## config.mk

```make
export PLATFORM = sky130hd
export DESIGN_NAME = rpm_cmd
export DESIGN_NICKNAME = d
export VERILOG_FILES = /design/src/verilog/rpm_pkg.sv /design/src/verilog/rpm_amp_meas.sv /design/src/verilog/rpm_cmd.sv
export VERILOG_INCLUDE_DIRS = /design/src /design/src/verilog
export SDC_FILE = /design/constraint.sdc
export NUM_CORES = 1
export LEC_CHECK = 0
export BUFFER_PORTS_ARGS = -buffer_cell sky130_fd_sc_hd__buf_4
export CAP_MARGIN = 10
export CORE_AREA = 2 2 111 113
export CTS_CLUSTER_DIAMETER = 50
export DETAILED_ROUTE_END_ITERATION = 10
export DIE_AREA = 0 0 113 115
export PLACE_DENSITY = 0.59
export SLEW_MARGIN = 25
export SYNTH_ARGS = -nofsm -noshare
export SYNTH_HDL_FRONTEND = slang
export SYNTH_HIERARCHICAL = 1
export SYNTH_SLANG_ARGS = --single-unit
```

## constraint.sdc

```tcl
create_clock -name i_sys_clk -period 3.15 [get_ports i_sys_clk]
set_input_delay 0.63 -clock i_sys_clk [delete_from_list [all_inputs] [get_ports i_sys_clk]]
set_output_delay 0.63 -clock i_sys_clk [all_outputs]
set_load 0.01 [all_outputs]
```

## src/verilog/rpm_map.svh

```systemverilog
// register map, field positions and timing constants of the preset/mask/amplitude block
`ifndef RPM_MAP_SVH
`define RPM_MAP_SVH
`define RPM_OFF_OP_CTRL     6'h02
`define RPM_OFF_TYPE_A      6'h05
`define RPM_OFF_AUX         6'h09
`define RPM_OFF_RX_ONE      6'h0a
`define RPM_OFF_RX_THREE    6'h0c
`define RPM_OFF_ADC_OUT     6'h25
`define RPM_OP_EN_BIT       7
`define RPM_OP_RXEN_BIT     6
`define RPM_OP_RXCHN_BIT    5
`define RPM_OP_TXEN_BIT     3
`define RPM_TA_F0_BIT       5
`define RPM_AUX_TRAM_BIT    5
`define RPM_AUX_FD_BIT      4
`define RPM_RX1_CHSEL_BIT   7
`define RPM_RX1_AMD_BIT     6
`define RPM_RX3_LIM_BIT     1
`define RPM_RX3_GAIN_BIT    0
`define RPM_CMD_PRESET      8'hcc
`define RPM_CMD_MASK        8'hd0
`define RPM_CMD_UNMASK      8'hd1
`define RPM_CMD_AMP         8'hd3
`define RPM_START_BYTE      8'hf0
`define RPM_AMP_LSB_UVPP    13020
`define RPM_AMP_3VPP_CODE   8'he6
`define RPM_CLK_PERIOD_NS   4
`define RPM_AMP_MAX_NS      25000
`define RPM_AMP_MAX_CYC     (`RPM_AMP_MAX_NS / `RPM_CLK_PERIOD_NS)
`define RPM_AMP_SETTLE_CYC  64
`endif

```

## src/verilog/rpm_pkg.sv

```systemverilog
// types shared by the preset/mask/amplitude block
package rpm_pkg;
  // mode definition codes as seen on the mode input
  typedef enum logic [3:0] {
    RPM_MODE_ISO_A     = 4'h0,
    RPM_MODE_ISO_B     = 4'h1,
    RPM_MODE_VICINITY  = 4'h2,
    RPM_MODE_CARD_FL   = 4'h3,
    RPM_MODE_TYPE1     = 4'h4,
    RPM_MODE_NFC_INIT  = 4'h5,
    RPM_MODE_NFC_TGT   = 4'h6,
    RPM_MODE_TGT_A     = 4'h7,
    RPM_MODE_TGT_DET   = 4'h8,
    RPM_MODE_SUB_STRM  = 4'he,
    RPM_MODE_BPSK_STRM = 4'hf
  } rpm_mode_t;

  // direct command strobe with its code
  typedef struct packed {
    logic       valid;
    logic [7:0] code;
  } rpm_cmd_t;

  // converter result strobe
  typedef struct packed {
    logic       valid;
    logic [7:0] code;
  } rpm_adc_t;

  // configuration registers driven towards the analog front end
  typedef struct packed {
    logic [7:0] op_ctrl;
    logic [7:0] type_a;
    logic [7:0] aux;
    logic [7:0] rx_one;
    logic [7:0] rx_three;
  } rpm_cfg_t;
endpackage
```

## src/verilog/rpm_amp_meas.sv

```systemverilog
// amplitude measurement sequencer: settle wait, conversion and result hold
`timescale 1ns/100ps
`default_nettype none
`include "rpm_map.svh"
module rpm_amp_meas #(
  parameter int AMP_MAX_CYC = `RPM_AMP_MAX_CYC
) (
  input  wire logic              i_sys_clk,  // device clock
  input  wire logic              i_rst,      // async reset, high
  input  wire logic              i_start,    // accepted measure pulse
  input  wire rpm_pkg::rpm_adc_t i_adc,      // converter result strobe
  output logic                   o_busy,     // measurement running
  output logic                   o_done,     // finish pulse
  output logic                   o_adc_start,// conversion request pulse
  output logic [7:0]             o_result    // held converter output
);
  typedef enum logic [2:0] {
    ST_IDLE   = 3'b001,
    ST_SETTLE = 3'b010,
    ST_CONV   = 3'b100
  } rpm_amp_st_t;

  rpm_amp_st_t state;
  logic [15:0] cnt;
  logic        finish;

  // give up at the time limit so the host never waits beyond it
  assign finish = (state == ST_CONV) &&
                  (i_adc.valid || cnt == 16'(AMP_MAX_CYC - 1));
  assign o_busy = (state != ST_IDLE);

  // sequencer and elapsed cycle count
  always_ff @(posedge i_sys_clk or posedge i_rst)
    if (i_rst)
    begin
      state       <= ST_IDLE;
      cnt         <= 16'h0000;
      o_adc_start <= 1'b0;
      o_done      <= 1'b0;
    end
    else
    begin
      o_adc_start <= 1'b0;
      o_done      <= finish;
      unique case (state)
        ST_IDLE:
          if (i_start)
          begin
            state <= ST_SETTLE;
            cnt   <= 16'h0000;
          end
        ST_SETTLE:
        begin
          cnt <= cnt + 16'h0001;
          if (cnt == 16'(`RPM_AMP_SETTLE_CYC - 1))
          begin
            state       <= ST_CONV;
            o_adc_start <= 1'b1;
          end
        end
        ST_CONV:
        begin
          cnt <= cnt + 16'h0001;
          if (finish)
            state <= ST_IDLE;
        end
        default:
          state <= ST_IDLE;
      endcase
    end

  // result stays until the next conversion overwrites it
  always_ff @(posedge i_sys_clk or posedge i_rst)
    if (i_rst)
      o_result <= 8'h00;
    else if (state == ST_CONV && i_adc.valid)
      o_result <= i_adc.code;
endmodule // rpm_amp_meas
`default_nettype wire

```

## src/verilog/rpm_cmd.sv

```systemverilog
// direct command interpreter: analog preset, receive masking, amplitude measurement
`timescale 1ns/100ps
`default_nettype none
`include "rpm_map.svh"
module rpm_cmd #(
  parameter int AMP_MAX_CYC = `RPM_AMP_MAX_CYC
) (
  input  wire logic               i_sys_clk,       // device clock, 250 MHz
  input  wire logic               i_rst,           // async reset, high
  input  wire logic               i_reg_wr,        // register write strobe
  input  wire logic               i_reg_rd,        // register read strobe
  input  wire logic [5:0]         i_reg_addr,      // register offset
  input  wire logic [7:0]         i_reg_wdata,     // write data
  output logic [7:0]              o_reg_rdata,     // read data, registered
  input  wire rpm_pkg::rpm_cmd_t  i_cmd,           // direct command strobe
  input  wire rpm_pkg::rpm_mode_t i_mode,          // current mode definition
  input  wire logic [2:0]         i_rx_rate,       // rx bit rate code
  input  wire logic [2:0]         i_tx_rate,       // tx bit rate code
  input  wire logic               i_xtal_stable,   // oscillator frequency ok
  input  wire logic               i_mask_tmr_run,  // mask-receive timer running
  input  wire rpm_pkg::rpm_adc_t  i_adc,           // converter result strobe
  output logic                    o_mask_tmr_clr,  // mask timer reset pulse
  output logic                    o_rx_on,         // receive active (rssi/agc)
  output logic                    o_framer_en,     // receive framing enable
  output logic                    o_tx_on,         // transmitter on
  output logic                    o_amp_det_en,    // amplitude detector on
  output logic                    o_adc_abs,       // converter absolute, detector muxed
  output logic                    o_adc_start,     // conversion request pulse
  output logic                    o_cmd_term_irq,  // command termination pulse
  output rpm_pkg::rpm_cfg_t       o_cfg            // configuration registers
);
  logic [7:0] op_ctrl;
  logic [7:0] type_a;
  logic [7:0] aux;
  logic [7:0] rx_one;
  logic [7:0] rx_three;
  logic       rx_mask;
  logic       amp_busy;
  logic       amp_done;
  logic [7:0] amp_result;

  // command decode and acceptance
  logic is_nfc;
  logic is_target;
  logic cmd_preset;
  logic cmd_mask;
  logic cmd_unmask;
  logic cmd_amp;
  logic rx_enabled;
  logic amp_ok;

  assign is_nfc    = (i_mode == rpm_pkg::RPM_MODE_NFC_INIT) ||
                     (i_mode == rpm_pkg::RPM_MODE_NFC_TGT);
  assign is_target = (i_mode == rpm_pkg::RPM_MODE_NFC_TGT) ||
                     (i_mode == rpm_pkg::RPM_MODE_TGT_A) ||
                     (i_mode == rpm_pkg::RPM_MODE_TGT_DET);
  assign rx_enabled = op_ctrl[`RPM_OP_RXEN_BIT];
  assign amp_ok     = op_ctrl[`RPM_OP_EN_BIT] && i_xtal_stable;

  // no command is taken while a measurement runs, it cannot be chained
  assign cmd_preset = i_cmd.valid && !amp_busy &&
                      i_cmd.code == `RPM_CMD_PRESET;
  assign cmd_mask   = i_cmd.valid && !amp_busy && rx_enabled &&
                      i_cmd.code == `RPM_CMD_MASK;
  assign cmd_unmask = i_cmd.valid && !amp_busy && rx_enabled &&
                      i_cmd.code == `RPM_CMD_UNMASK;
  assign cmd_amp    = i_cmd.valid && !amp_busy && amp_ok &&
                      i_cmd.code == `RPM_CMD_AMP;

  // preset values, the stream modes are left to the host to avoid
  logic       mod_am;
  logic       mod_known;
  logic [5:0] filt;

  // modulation type: OOK for 106k styles, AM for B and 212/424 styles
  always_comb
  begin
    mod_known = 1'b1;
    mod_am    = 1'b0;
    unique case (i_mode)
      rpm_pkg::RPM_MODE_ISO_A,
      rpm_pkg::RPM_MODE_TYPE1:    mod_am = 1'b0;
      rpm_pkg::RPM_MODE_ISO_B,
      rpm_pkg::RPM_MODE_CARD_FL:  mod_am = 1'b1;
      rpm_pkg::RPM_MODE_NFC_INIT,
      rpm_pkg::RPM_MODE_NFC_TGT:  mod_am = (i_tx_rate != 3'h0);
      default:                    mod_known = 1'b0;
    endcase
  end

  // lowpass and zero mapping; nfc gets its own column, others by rate
  always_comb
  begin
    filt = 6'h00;
    if (is_nfc)
      filt = 6'h02;
    else
      unique case (i_rx_rate)
        3'h0:    filt = 6'h04;
        3'h1:    filt = 6'h0c;
        3'h2:    filt = 6'h14;
        3'h3:    filt = 6'h24;
        default: filt = 6'h00;
      endcase
  end

  // operation control: host writes, preset overrides two bits
  always_ff @(posedge i_sys_clk or posedge i_rst)
    if (i_rst)
      op_ctrl <= 8'h00;
    else if (cmd_preset)
    begin
      if (is_nfc)
        op_ctrl[`RPM_OP_RXCHN_BIT] <= 1'b1;
      if (is_target || i_mode == rpm_pkg::RPM_MODE_NFC_INIT)
        op_ctrl[`RPM_OP_TXEN_BIT] <= 1'b0;
    end
    else if (i_reg_wr && i_reg_addr == `RPM_OFF_OP_CTRL)
      op_ctrl <= i_reg_wdata;

  // start byte insert in the type a / 106k settings
  always_ff @(posedge i_sys_clk or posedge i_rst)
    if (i_rst)
      type_a <= 8'h00;
    else if (cmd_preset)
      type_a[`RPM_TA_F0_BIT] <= is_nfc;
    else if (i_reg_wr && i_reg_addr == `RPM_OFF_TYPE_A)
      type_a <= i_reg_wdata;

  // auxiliary definition: modulation type and field detector
  always_ff @(posedge i_sys_clk or posedge i_rst)
    if (i_rst)
      aux <= 8'h00;
    else if (cmd_preset)
    begin
      if (mod_known)
        aux[`RPM_AUX_TRAM_BIT] <= mod_am;
      aux[`RPM_AUX_FD_BIT] <= is_nfc;
    end
    else if (i_reg_wr && i_reg_addr == `RPM_OFF_AUX)
      aux <= i_reg_wdata;

  // receiver setup one: channel, demodulator, filter
  always_ff @(posedge i_sys_clk or posedge i_rst)
    if (i_rst)
      rx_one <= 8'h00;
    else if (cmd_preset)
    begin
      if (is_nfc)
        rx_one[`RPM_RX1_CHSEL_BIT] <= 1'b0;
      // rate codes above 848k need the mixer
      rx_one[`RPM_RX1_AMD_BIT] <= (i_rx_rate > 3'h3);
      rx_one[5:0]              <= filt;
    end
    else if (i_reg_wr && i_reg_addr == `RPM_OFF_RX_ONE)
      rx_one <= i_reg_wdata;

  // receiver setup three: clipping and forced gain cut
  always_ff @(posedge i_sys_clk or posedge i_rst)
    if (i_rst)
      rx_three <= 8'h00;
    else if (cmd_preset)
    begin
      rx_three[`RPM_RX3_LIM_BIT]  <= is_nfc;
      rx_three[`RPM_RX3_GAIN_BIT] <= is_nfc;
    end
    else if (i_reg_wr && i_reg_addr == `RPM_OFF_RX_THREE)
      rx_three <= i_reg_wdata;

  // receive mask flag; no busy state so the next command can follow at once
  always_ff @(posedge i_sys_clk or posedge i_rst)
    if (i_rst)
      rx_mask <= 1'b0;
    else if (cmd_mask)
      rx_mask <= 1'b1;
    else if (cmd_unmask)
      rx_mask <= 1'b0;

  // unmask cuts a running mask timer short
  always_ff @(posedge i_sys_clk or posedge i_rst)
    if (i_rst)
      o_mask_tmr_clr <= 1'b0;
    else
      o_mask_tmr_clr <= cmd_unmask && i_mask_tmr_run;

  // receive path gating; masking only matters while rx is enabled
  assign o_rx_on     = rx_enabled && !rx_mask;
  assign o_framer_en = rx_enabled && !rx_mask;

  // measurement forces the transmitter without touching the enable bit
  assign o_tx_on      = op_ctrl[`RPM_OP_TXEN_BIT] || amp_busy;
  assign o_amp_det_en = amp_busy;
  assign o_adc_abs    = amp_busy;

  rpm_amp_meas #(
    .AMP_MAX_CYC (AMP_MAX_CYC)
  ) u_amp (
    .i_sys_clk   (i_sys_clk),
    .i_rst       (i_rst),
    .i_start     (cmd_amp),
    .i_adc       (i_adc),
    .o_busy      (amp_busy),
    .o_done      (amp_done),
    .o_adc_start (o_adc_start),
    .o_result    (amp_result)
  );

  // only the measurement ends with a termination interrupt
  assign o_cmd_term_irq = amp_done;

  assign o_cfg = '{op_ctrl: op_ctrl, type_a: type_a, aux: aux,
                   rx_one: rx_one, rx_three: rx_three};

  // register read port, unmapped offsets read zero
  always_ff @(posedge i_sys_clk or posedge i_rst)
    if (i_rst)
      o_reg_rdata <= 8'h00;
    else if (i_reg_rd)
      unique case (i_reg_addr)
        `RPM_OFF_OP_CTRL:  o_reg_rdata <= op_ctrl;
        `RPM_OFF_TYPE_A:   o_reg_rdata <= type_a;
        `RPM_OFF_AUX:      o_reg_rdata <= aux;
        `RPM_OFF_RX_ONE:   o_reg_rdata <= rx_one;
        `RPM_OFF_RX_THREE: o_reg_rdata <= rx_three;
        `RPM_OFF_ADC_OUT:  o_reg_rdata <= amp_result;
        default:           o_reg_rdata <= 8'h00;
      endcase
endmodule // rpm_cmd
`default_nettype wire

```

==> impl_metrics.csv, run 1 <==
group,metric,value,unit
drt,antenna_left,0,
placement,port_buffers,103,
pwr,pwr-share-seq,0.432,
job,cap_violations,0,
clocking,post-cts-setup-buffer-count,0,
drt,drtIter0Drc,198,
synth,synthSimpleGateAreaFrac,0.1899,
synth,synth.distinct_cells,59,
floorplanning,dieArea,13000,µm²
drt,wl_met1,5059,µm
clocking,cts_num_sinks,79,
critical_path,worstSetupStartpointType,"flop",
pwr,switching_share,0.2512,
drt,drt_pre_antenna_iters,7,
drt,wl_per_cell,17.46,µm
sta,fmax,367.1,MHz
sta,tns,0,ns
synth,syn-cell-area,4144,µm²
pwr,p_leak,2.448,nW
placement,hpwl,8181,µm
clocking,cts_resized,0,
drt,vias_per_cell,5.489,
synth,ys.flop_type,"dfrtp_1",
sta,setup_viol,0,
floorplanning,core_region_area,11810,µm²
synth,synth_commonest_cells,"dfrtp_1 (78), a21oi_1 (27), mux2_2 (27)",
synth,post_synth.cell_area_avg,11.02,µm²
floorplanning,top_level_ports,104,
sta,fin_skew,0.006738,ns
clocking,cts_tree,"yes",
floorplanning,die_w,113,µm
drt,highest_layer,"met4",
synth,synth-seq-area-share,0.4774,
critical_path,worstPathMaxFanout,11,
drt,drcViolationCount,7,
critical_path,path_class,"flop to flop",
pwr,combPwrFrac,0.145,
clocking,cts-hold-fix-buffers,0,
placement,place_congestion,0.8294,
global_route,grt_pass1_wl,17320,µm
floorplanning,die_y,115,µm
pwr,p_per_area,505.4,nW/µm²
global_route,grt_max_degree,51,
clocking,clockBufferDepth,2,
finish,diodes,0,
pwr,ir_drop,0.0002219,V
global_route,antenna_found_initial,0,
clocking,insertion_delay,0.33,ns
sta,hold_viol_final,0,
floorplanning,row_count,40,
clocking,clk_pin_slew,0.06,ns
finish,nets,526,
synth,ys_warn_count,6,
finish,nFillCells,1158,
synth,ys_seq_elements,79,
sta,hold_ws,0.3752,ns
drt,route.met2.wl,5218,µm
synth,yosysTopAreaCellShare,0.4710,
sta,worst_pin_slew,0.6641,ns
synth,synth_top_area_cell,"dfrtp_1",
critical_path,crit_path_end_kind,"flop",
drt,wl,10970,µm
finish,layout-drive-gt1-share,0.3680,
pwr,p_clk_frac,0.423,
clocking,ctsRootBufferMaster,"clkbuf_16",
synth,yosys.area_share.xor_xnor,0.01268,
clocking,cts_max_level,3,
pwr,p_sw,682.4,µW
drt,dr_wl_met3,582,µm
global_route,grt_pass1_vias,3253,
sta,fin_crit_sh,0.8647,
synth,synth_compound_gate_area_share,0.1386,
global_route,overflow,0,
sta,fin_crit,2.724,ns
finish,final_cells,628,
synth,syn_nets,426,
synth,yosysMostFrequentCell,"dfrtp_1",
synth,synth_edf_count,0,
floorplanning,initial_core_util,0.3508,
synth,synth_cells,376,
sta,slew_violations,0,
synth,synthTopCellsByArea,"dfrtp_1 (47%), mux2_2 (7.3%), mux2i_1 (3.9%)",
synth,synthMuxAreaShare,0.1338,
placement,place_inst,612,
finish,utilization,0.4551,
sta,grt_setup_unrepaired,"false",
run_status,violations,"DRC",
critical_path,arrival,2.98,ns
run_status,status,"complete, but fails checks",
synth,async_reset_ff_frac,1.000,
critical_path,worstPathRequired,3.40,ns
sta,relSlewSlack,0.5566,
finish,area_growth,29.71,%
synth,synth_top_family_by_area,"simple AND/OR/NAND/NOR gates",
clocking,cts-buffers-inserted,9,
pwr,p_int,2.034,mW
global_route,grtUsageTotal,0.1700,
drt,vias,3447,
synth,synth_adder_area_share,0.006039,
worst_hold_path,hold_path_class,"primary input to async pin",
routing by layer:
layer,track usage,up-vias
met5,0,-
met4,0.05447,0
met3,0.03532,9
met2,0.2671,81
met1,0.2371,1737
li1,-,1620
layout by cell type, fill, tap and decap left out, types with 8 or more instances in the layout:
cell type	count
buf_4	112
dfrtp_1	78
a21oi_1	27
mux2_2	27
nor2_1	25
nand3b_1	17
mux2i_1	16
a221oi_1	12
nand2_1	11
o21ai_0	10
a31oi_1	9
inv_1	9
clkbuf_16	9
a22oi_1	8
or3_1	8
per-stage QoR:
| stage | instance area, µm² | setup WS [ns] | total power, mW |
|---|---|---|---|
| 2_1_floorplan | 4144 | 0.5630 | 1.346 |
| 3_3_place_gp | 5040 | 0.4098 | 1.582 |
| 3_5_place_dp | 5042 | 0.3502 | 1.589 |
| 4_1_cts | 5375 | 0.3887 | 2.746 |
| 5_1_grt | 5375 | 0.1765 | 2.824 |
| 6_report | 5375 | 0.4263 | 2.717 |
sequential cells by signal, summed over array words and instances, names as in the netlist:
name and flops:
o_mask_tmr_clr 1, u_amp/o_adc_start 1, o_reg_rdata 8, aux 8, rx_one 8, type_a 8, u_amp/state 3, u_amp/o_result 8
u_amp/o_done 1, rx_three 8, u_amp/cnt 16, rx_mask 1, op_ctrl 8
final timing paths:
kind	slack [ns]	to	startpoint	cells past startpoint
worst min register to register	0.51	u_amp/o_result[4]$_DFFE_PP0P_	u_amp/o_result[4]$_DFFE_PP0P_	1
min in group i_sys_clk	0.47	rx_one[4]$_DFFE_PP0P_	i_rx_rate[0]	2
max in group asynchronous	2.14	u_amp/o_result[2]$_DFFE_PP0P_	i_rst	3
worst max-delay path	0.43	u_amp/cnt[15]$_DFFE_PP0P_	u_amp/state[0]$_DFFE_PP1P_	8
worst max register to register	0.43	u_amp/cnt[15]$_DFFE_PP0P_	u_amp/state[0]$_DFFE_PP1P_	8
worst min-delay path	0.38	u_amp/o_adc_start$_DFF_PP0_	i_rst	2
logic make-up after synthesis:
kind of cell	count (synthesis)
compound gates	85
buf+inv	33
mux	49
fa+ha+maj	2
simple gates	122
flops	79
xor+xnor	6
cell type report:
class                      count  area (µm²)  area share
clock buffer                  10       239.0     0.04446
multi-input combinational    264        1999      0.3720
timing repair buffer         112       840.8      0.1564
inverter                      10       40.04    0.007449
sequential                    79        1978      0.3680
tap                          147       183.9     0.03422
clock inverter                 6       93.84     0.01746
critical path, cell delays in order (launching register included):
cell      delay [ns]
dfstp_2         0.67
nand2_1         0.21
nor2_1          0.18
nand4_1         0.13
nor2_1          0.18
and4bb_1        0.31
o311ai_2        0.26
or4_1           0.56
a21oi_1         0.17
power groups by stage:
stage / clock network [mW] / registers (mW) / logic (mW)
3_3_place_gp: 0 / 1.19 / 0.395
4_1_cts: 1.17 / 1.17 / 0.401
5_1_grt: 1.22 / 1.18 / 0.426
3_5_place_dp: 0 / 1.19 / 0.400
2_1_floorplan: 0 / 1.21 / 0.140
6_report: 1.15 / 1.17 / 0.395
Note: power is estimated with default switching activity, not from simulation.
==> run 2: changes to the inputs <==
--- a/config.mk
+++ b/config.mk
@@ -9,6 +9,7 @@
 export BUFFER_PORTS_ARGS = -buffer_cell sky130_fd_sc_hd__buf_4
 export CAP_MARGIN = 10
 export CORE_AREA = 2 2 111 113
+export CTS_BUF_LIST = sky130_fd_sc_hd__clkbuf_16
 export CTS_CLUSTER_DIAMETER = 50
 export DETAILED_ROUTE_END_ITERATION = 10
 export DIE_AREA = 0 0 113 115
@@ -18,3 +19,4 @@
 export SYNTH_HDL_FRONTEND = slang
 export SYNTH_HIERARCHICAL = 1
 export SYNTH_SLANG_ARGS = --single-unit
+export TNS_END_PERCENT = 50
==> impl_metrics.csv, run 2 (synthesis gave the netlist of run 1 again) <==
group,metric,value,unit
global_route,antenna_found_initial,0,
clocking,ctsRootBufferMaster,"clkbuf_16",
clocking,cts-buffers-inserted,9,
floorplanning,initial_core_util,0.3508,
pwr,p_per_area,501.2,nW/µm²
sta,fin_skew,0.006889,ns
global_route,overflow,0,
placement,hpwl,8181,µm
placement,place_ws,0.3502,ns
sta,hold_ws,0.3753,ns
finish,layout-drive-gt1-share,0.3659,
finish,utilization,0.4542,
finish,layout_common_cells,"buf_4 (112), dfrtp_1 (78), a21oi_1 (27), mux2_2 (27), nor2_1 (25)",
sta,slew_violations,0,
floorplanning,die_w,113,µm
floorplanning,top_level_ports,104,
critical_path,path_class,"flop to flop",
floorplanning,core_region_area,11810,µm²
drt,antenna_left,0,
finish,nets,526,
global_route,grt_max_degree,51,
run_status,status,"complete, but fails checks",
sta,finalWorstSetupSlack,0.4182,ns
sta,relSlewSlack,0.5588,
floorplanning,dieArea,13000,µm²
clocking,clk_pin_slew,0.06,ns
run_status,violations,"DRC",
sta,fmax,366.1,MHz
drt,wl,10990,µm
drt,vias,3433,
clocking,clockBufferDepth,2,
finish,largest-register,"u_amp/cnt",
finish,layout_commonest_cell,"buf_4",
finish,largest_reg_flops,16,
global_route,grt_pass1_vias,3255,
placement,place_congestion,0.8294,
drt,drcViolationCount,7,
critical_path,worstPathRequired,3.40,ns
clocking,cts_max_level,3,
placement,post_dp_cell_area,5042,µm²
drt,vias_per_cell,5.467,
clocking,cts_resized,0,
sta,fin_crit_sh,0.8673,
drt,wl_per_cell,17.51,µm
finish,diodes,0,
finish,final_area,5365,µm²
critical_path,worst-r2r-cell-count,8,
placement,port_buffers,103,
pwr,ir_drop,0.0002217,V
worst_hold_path,hold_path_class,"primary input to async pin",
clocking,cts_tree,"yes",
clocking,post-cts-setup-buffer-count,0,
sta,hold_viol_final,0,
sta,fin_crit,2.732,ns
floorplanning,die_y,115,µm
sta,tns,0,ns
critical_path,worstSetupStartpointType,"flop",
critical_path,crit_path_end_kind,"flop",
drt,drt_pre_antenna_iters,7,
floorplanning,row_count,40,
global_route,grtUsageTotal,0.1700,
critical_path,arrival,2.98,ns
sta,grt_setup_unrepaired,"false",
drt,drtIter0Drc,228,
pwr,p_leak,2.442,nW
global_route,grt_pass1_wl,17320,µm
critical_path,worstPathMaxFanout,11,
clocking,insertion_delay,0.33,ns
clocking,cts_num_sinks,79,
sta,worst_pin_slew,0.6608,ns
sta,setup_viol,0,
clocking,cts-hold-fix-buffers,0,
finish,area_growth,29.47,%
job,cap_violations,0,
-- run 2: cell count changes in the layout (fill, tap and decap cells not counted) --
| cell | previous run | this run |
|---|---|---|
| clkbuf_8 | 1 | 0 |
| clkinv_1 | 0 | 1 |
-- run 2: power by group --
part / total [mW] / switching [mW] / leakage (nW) / internal (mW)
registers: 1.17 / 0.0773 / 1.05 / 1.10
clock network: 1.12 / 0.425 / 0.153 / 0.695
logic: 0.396 / 0.177 / 1.23 / 0.219
-- run 2: path summary, 6_finish.rpt --
| check | startpoint | slack, ns | end |
|---|---|---|---|
| setup / recovery | u_amp/state[0]$_DFFE_PP1P_ | 0.42 | u_amp/cnt[15]$_DFFE_PP0P_ |
| hold / removal | i_rst | 0.38 | u_amp/o_adc_start$_DFF_PP0_ |
| setup reg to reg | u_amp/state[0]$_DFFE_PP1P_ | 0.42 | u_amp/cnt[15]$_DFFE_PP0P_ |
| hold reg to reg | u_amp/o_result[3]$_DFFE_PP0P_ | 0.51 | u_amp/o_result[3]$_DFFE_PP0P_ |
| max in group asynchronous | i_rst | 2.14 | u_amp/o_result[2]$_DFFE_PP0P_ |
| min in group i_sys_clk | i_rx_rate[0] | 0.47 | rx_one[4]$_DFFE_PP0P_ |
-- run 2: cell type report --
type                            instances  area, µm²
Fill cell                            1161       6446
Multi-Input combinational cell        264       1999
Sequential cell                        79       1978
Timing Repair Buffer                  112      840.8
Clock buffer                            9      225.2
Tap cell                              147      183.9
Clock inverter                          7      97.59
Inverter                               10      40.04
-- run 2: layer usage --
metal	wire, µm	track usage	up-vias	share of wire
met5	0	0	-	0
met4	130	0.05447	0	0.012
met3	575	0.03532	11	0.052
met2	5204	0.2675	80	0.47
met1	5083	0.2368	1726	0.46
li1	-	-	1616	-
-- run 2: through the flow --
stage | cells | power, mW
2_1_floorplan | 376 | 1.346
3_3_place_gp | 612 | 1.582
3_5_place_dp | 612 | 1.589
4_1_cts | 628 | 2.721
5_1_grt | 628 | 2.798
6_report | 628 | 2.689
-- run 2: critical path: stages, from the launching register on --
cell and delay [ns]:
dfstp_2 0.67, nand2_1 0.21, nor2_1 0.18, nand4_1 0.13
nor2_1 0.18, and4bb_1 0.31, o311ai_2 0.26, or4_1 0.56
a21oi_1 0.17
==> run 3: changes to the inputs <==
--- a/config.mk
+++ b/config.mk
@@ -9,7 +9,7 @@
 export BUFFER_PORTS_ARGS = -buffer_cell sky130_fd_sc_hd__buf_4
 export CAP_MARGIN = 10
 export CORE_AREA = 2 2 111 113
-export CTS_BUF_LIST = sky130_fd_sc_hd__clkbuf_16
+export CTS_BUF_LIST = sky130_fd_sc_hd__clkbuf_2 sky130_fd_sc_hd__clkbuf_4 sky130_fd_sc_hd__clkbuf_8
 export CTS_CLUSTER_DIAMETER = 50
 export DETAILED_ROUTE_END_ITERATION = 10
 export DIE_AREA = 0 0 113 115
==> impl_metrics.csv, run 3 (synthesis gave the netlist of run 1 again) <==
group,metric,value,unit
run_status,status,"complete, but fails checks",
run_status,violations,"DRC",
finish,largest_reg_flops,16,
floorplanning,initial_core_util,0.3508,
critical_path,worstSetupStartpointType,"flop",
finish,nFillCells,1170,
floorplanning,top_level_ports,104,
clocking,cts_resized,0,
sta,fmax,366.3,MHz
pwr,ir_drop,0.0001778,V
global_route,grt_pass1_vias,3209,
sta,hold_viol_final,0,
critical_path,r2r_setup_slack,0.42,ns
pwr,p_leak,2.402,nW
drt,drcViolationCount,7,
floorplanning,core_region_area,11810,µm²
clocking,cts_num_sinks,79,
finish,utilization,0.4465,
finish,nets,526,
placement,hpwl,8181,µm
critical_path,cp_common_cell,"nor2_1",
placement,port_buffers,103,
clocking,post-cts-setup-buffer-count,0,
critical_path,rr_endpoint,"u_amp/cnt[15]$_DFFE_PP0P_",
sta,relSlewSlack,0.5565,
critical_path,crit_path_top_delay_cell,"dfstp_2",
sta,fin_crit_sh,0.8666,
global_route,grt_pass1_wl,17200,µm
global_route,antenna_found_initial,0,
critical_path,r2r-start,"u_amp/state[0]$_DFFE_PP1P_",
finish,layout-drive-gt1-share,0.3680,
clocking,ctsRootBufferMaster,"clkbuf_8",
critical_path,crit_path_end_kind,"flop",
finish,layout_commonest_cell,"buf_4",
critical_path,arrival,3.01,ns
critical_path,worst-r2r-cell-count,8,
clocking,insertion_delay,0.36,ns
sta,tns,0,ns
drt,vias,3401,
sta,grt_setup_unrepaired,"false",
finish,area_growth,27.26,%
sta,worst_pin_slew,0.6641,ns
floorplanning,die_w,113,µm
clocking,cts-hold-fix-buffers,0,
pwr,p_per_area,462.9,nW/µm²
clocking,cts-buffers-inserted,9,
global_route,overflow,0,
clocking,clk_pin_slew,0.08,ns
placement,place_congestion,0.8294,
job,cap_violations,0,
floorplanning,row_count,40,
sta,fin_crit,2.730,ns
drt,drt_pre_antenna_iters,7,
drt,antenna_left,0,
worst_hold_path,hold_path_class,"primary input to async pin",
floorplanning,die_y,115,µm
critical_path,max_stage_delay,0.68,ns
clocking,cts_tree,"yes",
critical_path,path_class,"flop to flop",
drt,wl,11020,µm
drt,vias_per_cell,5.416,
sta,fin_skew,0.009008,ns
critical_path,worstPathRequired,3.43,ns
clocking,cts_max_level,3,
clocking,clockBufferDepth,2,
global_route,grt_max_degree,51,
drt,drtIter0Drc,211,
drt,wl_per_cell,17.54,µm
global_route,grtUsageTotal,0.1707,
finish,layout_common_cells,"buf_4 (112), dfrtp_1 (78), a21oi_1 (27), mux2_2 (27), nor2_1 (25)",
critical_path,crit_path_cell_trace,"nand2_1, nor2_1, nand4_1, nor2_1, and4bb_1, o311ai_2, or4_1, a21oi_1",
critical_path,worstPathMaxFanout,11,
sta,setup_viol,0,
floorplanning,dieArea,13000,µm²
sta,slew_violations,0,
finish,largest-register,"u_amp/cnt",
finish,diodes,0,
-- run 3: how the worst max path moves through the flow --
stage | start | end | slack (ns) | cells after the start
2_1_floorplan | u_amp/state[0]$_DFFE_PP1P_ | u_amp/cnt[14]$_DFFE_PP0P_ | 0.56 | 10
3_3_place_gp | i_cmd[5] | u_amp/cnt[15]$_DFFE_PP0P_ | 0.41 | 9
3_5_place_dp | i_cmd[5] | u_amp/cnt[11]$_DFFE_PP0P_ | 0.35 | 9
4_1_cts | u_amp/state[0]$_DFFE_PP1P_ | u_amp/cnt[15]$_DFFE_PP0P_ | 0.38 | 8
5_1_grt | u_amp/state[0]$_DFFE_PP1P_ | u_amp/cnt[15]$_DFFE_PP0P_ | 0.17 | 8
6_report | u_amp/state[0]$_DFFE_PP1P_ | u_amp/cnt[15]$_DFFE_PP0P_ | 0.42 | 8
-- run 3: layout make-up --
class	count	area (µm²)	share of cell area
clock buffers	10	137.6	0.02610
clock inverters	6	93.84	0.01779
inverters	10	40.04	0.007592
multi-input cells	264	1999	0.3791
flip-flops and latches	79	1978	0.3751
well taps	147	183.9	0.03488
repair buffers	112	840.8	0.1594
-- run 3: critical path: cells and delay by family, from the launching register on --
family	cells	cell delay [ns]
flops	1	0.68
simple gates	6	1.56
compound gates	2	0.43
-- run 3: power by group --
| part | switching [mW] | leakage, nW | internal, mW |
|---|---|---|---|
| registers | 0.0770 | 1.05 | 1.09 |
| clock network | 0.403 | 0.113 | 0.472 |
| logic | 0.177 | 1.23 | 0.219 |
| total | 0.657 | 2.40 | 1.78 |
-- run 3: through the flow --
stage | setup WS, ns | hold WS, ns | cell area [µm²] | std cells | power [mW]
4_1_cts | 0.3831 | 0.3452 | 5274 | 628 | 2.468
2_1_floorplan | 0.5630 | 0.4811 | 4144 | 376 | 1.346
3_5_place_dp | 0.3502 | 0.5001 | 5042 | 612 | 1.589
3_3_place_gp | 0.4098 | 0.4958 | 5040 | 612 | 1.582
6_report | 0.4201 | 0.3450 | 5274 | 628 | 2.441
5_1_grt | 0.1704 | 0.3623 | 5274 | 628 | 2.552
-- run 3: metal layers --
layer / track usage / up-vias / share of wire / wire, µm
met4: 0.05691 / 0 / 0.015 / 166
met2: 0.2623 / 83 / 0.46 / 5102
met5: 0 / - / 0 / 0
met3: 0.04164 / 13 / 0.049 / 543
met1: 0.2380 / 1694 / 0.47 / 5204
li1: - / 1611 / - / -
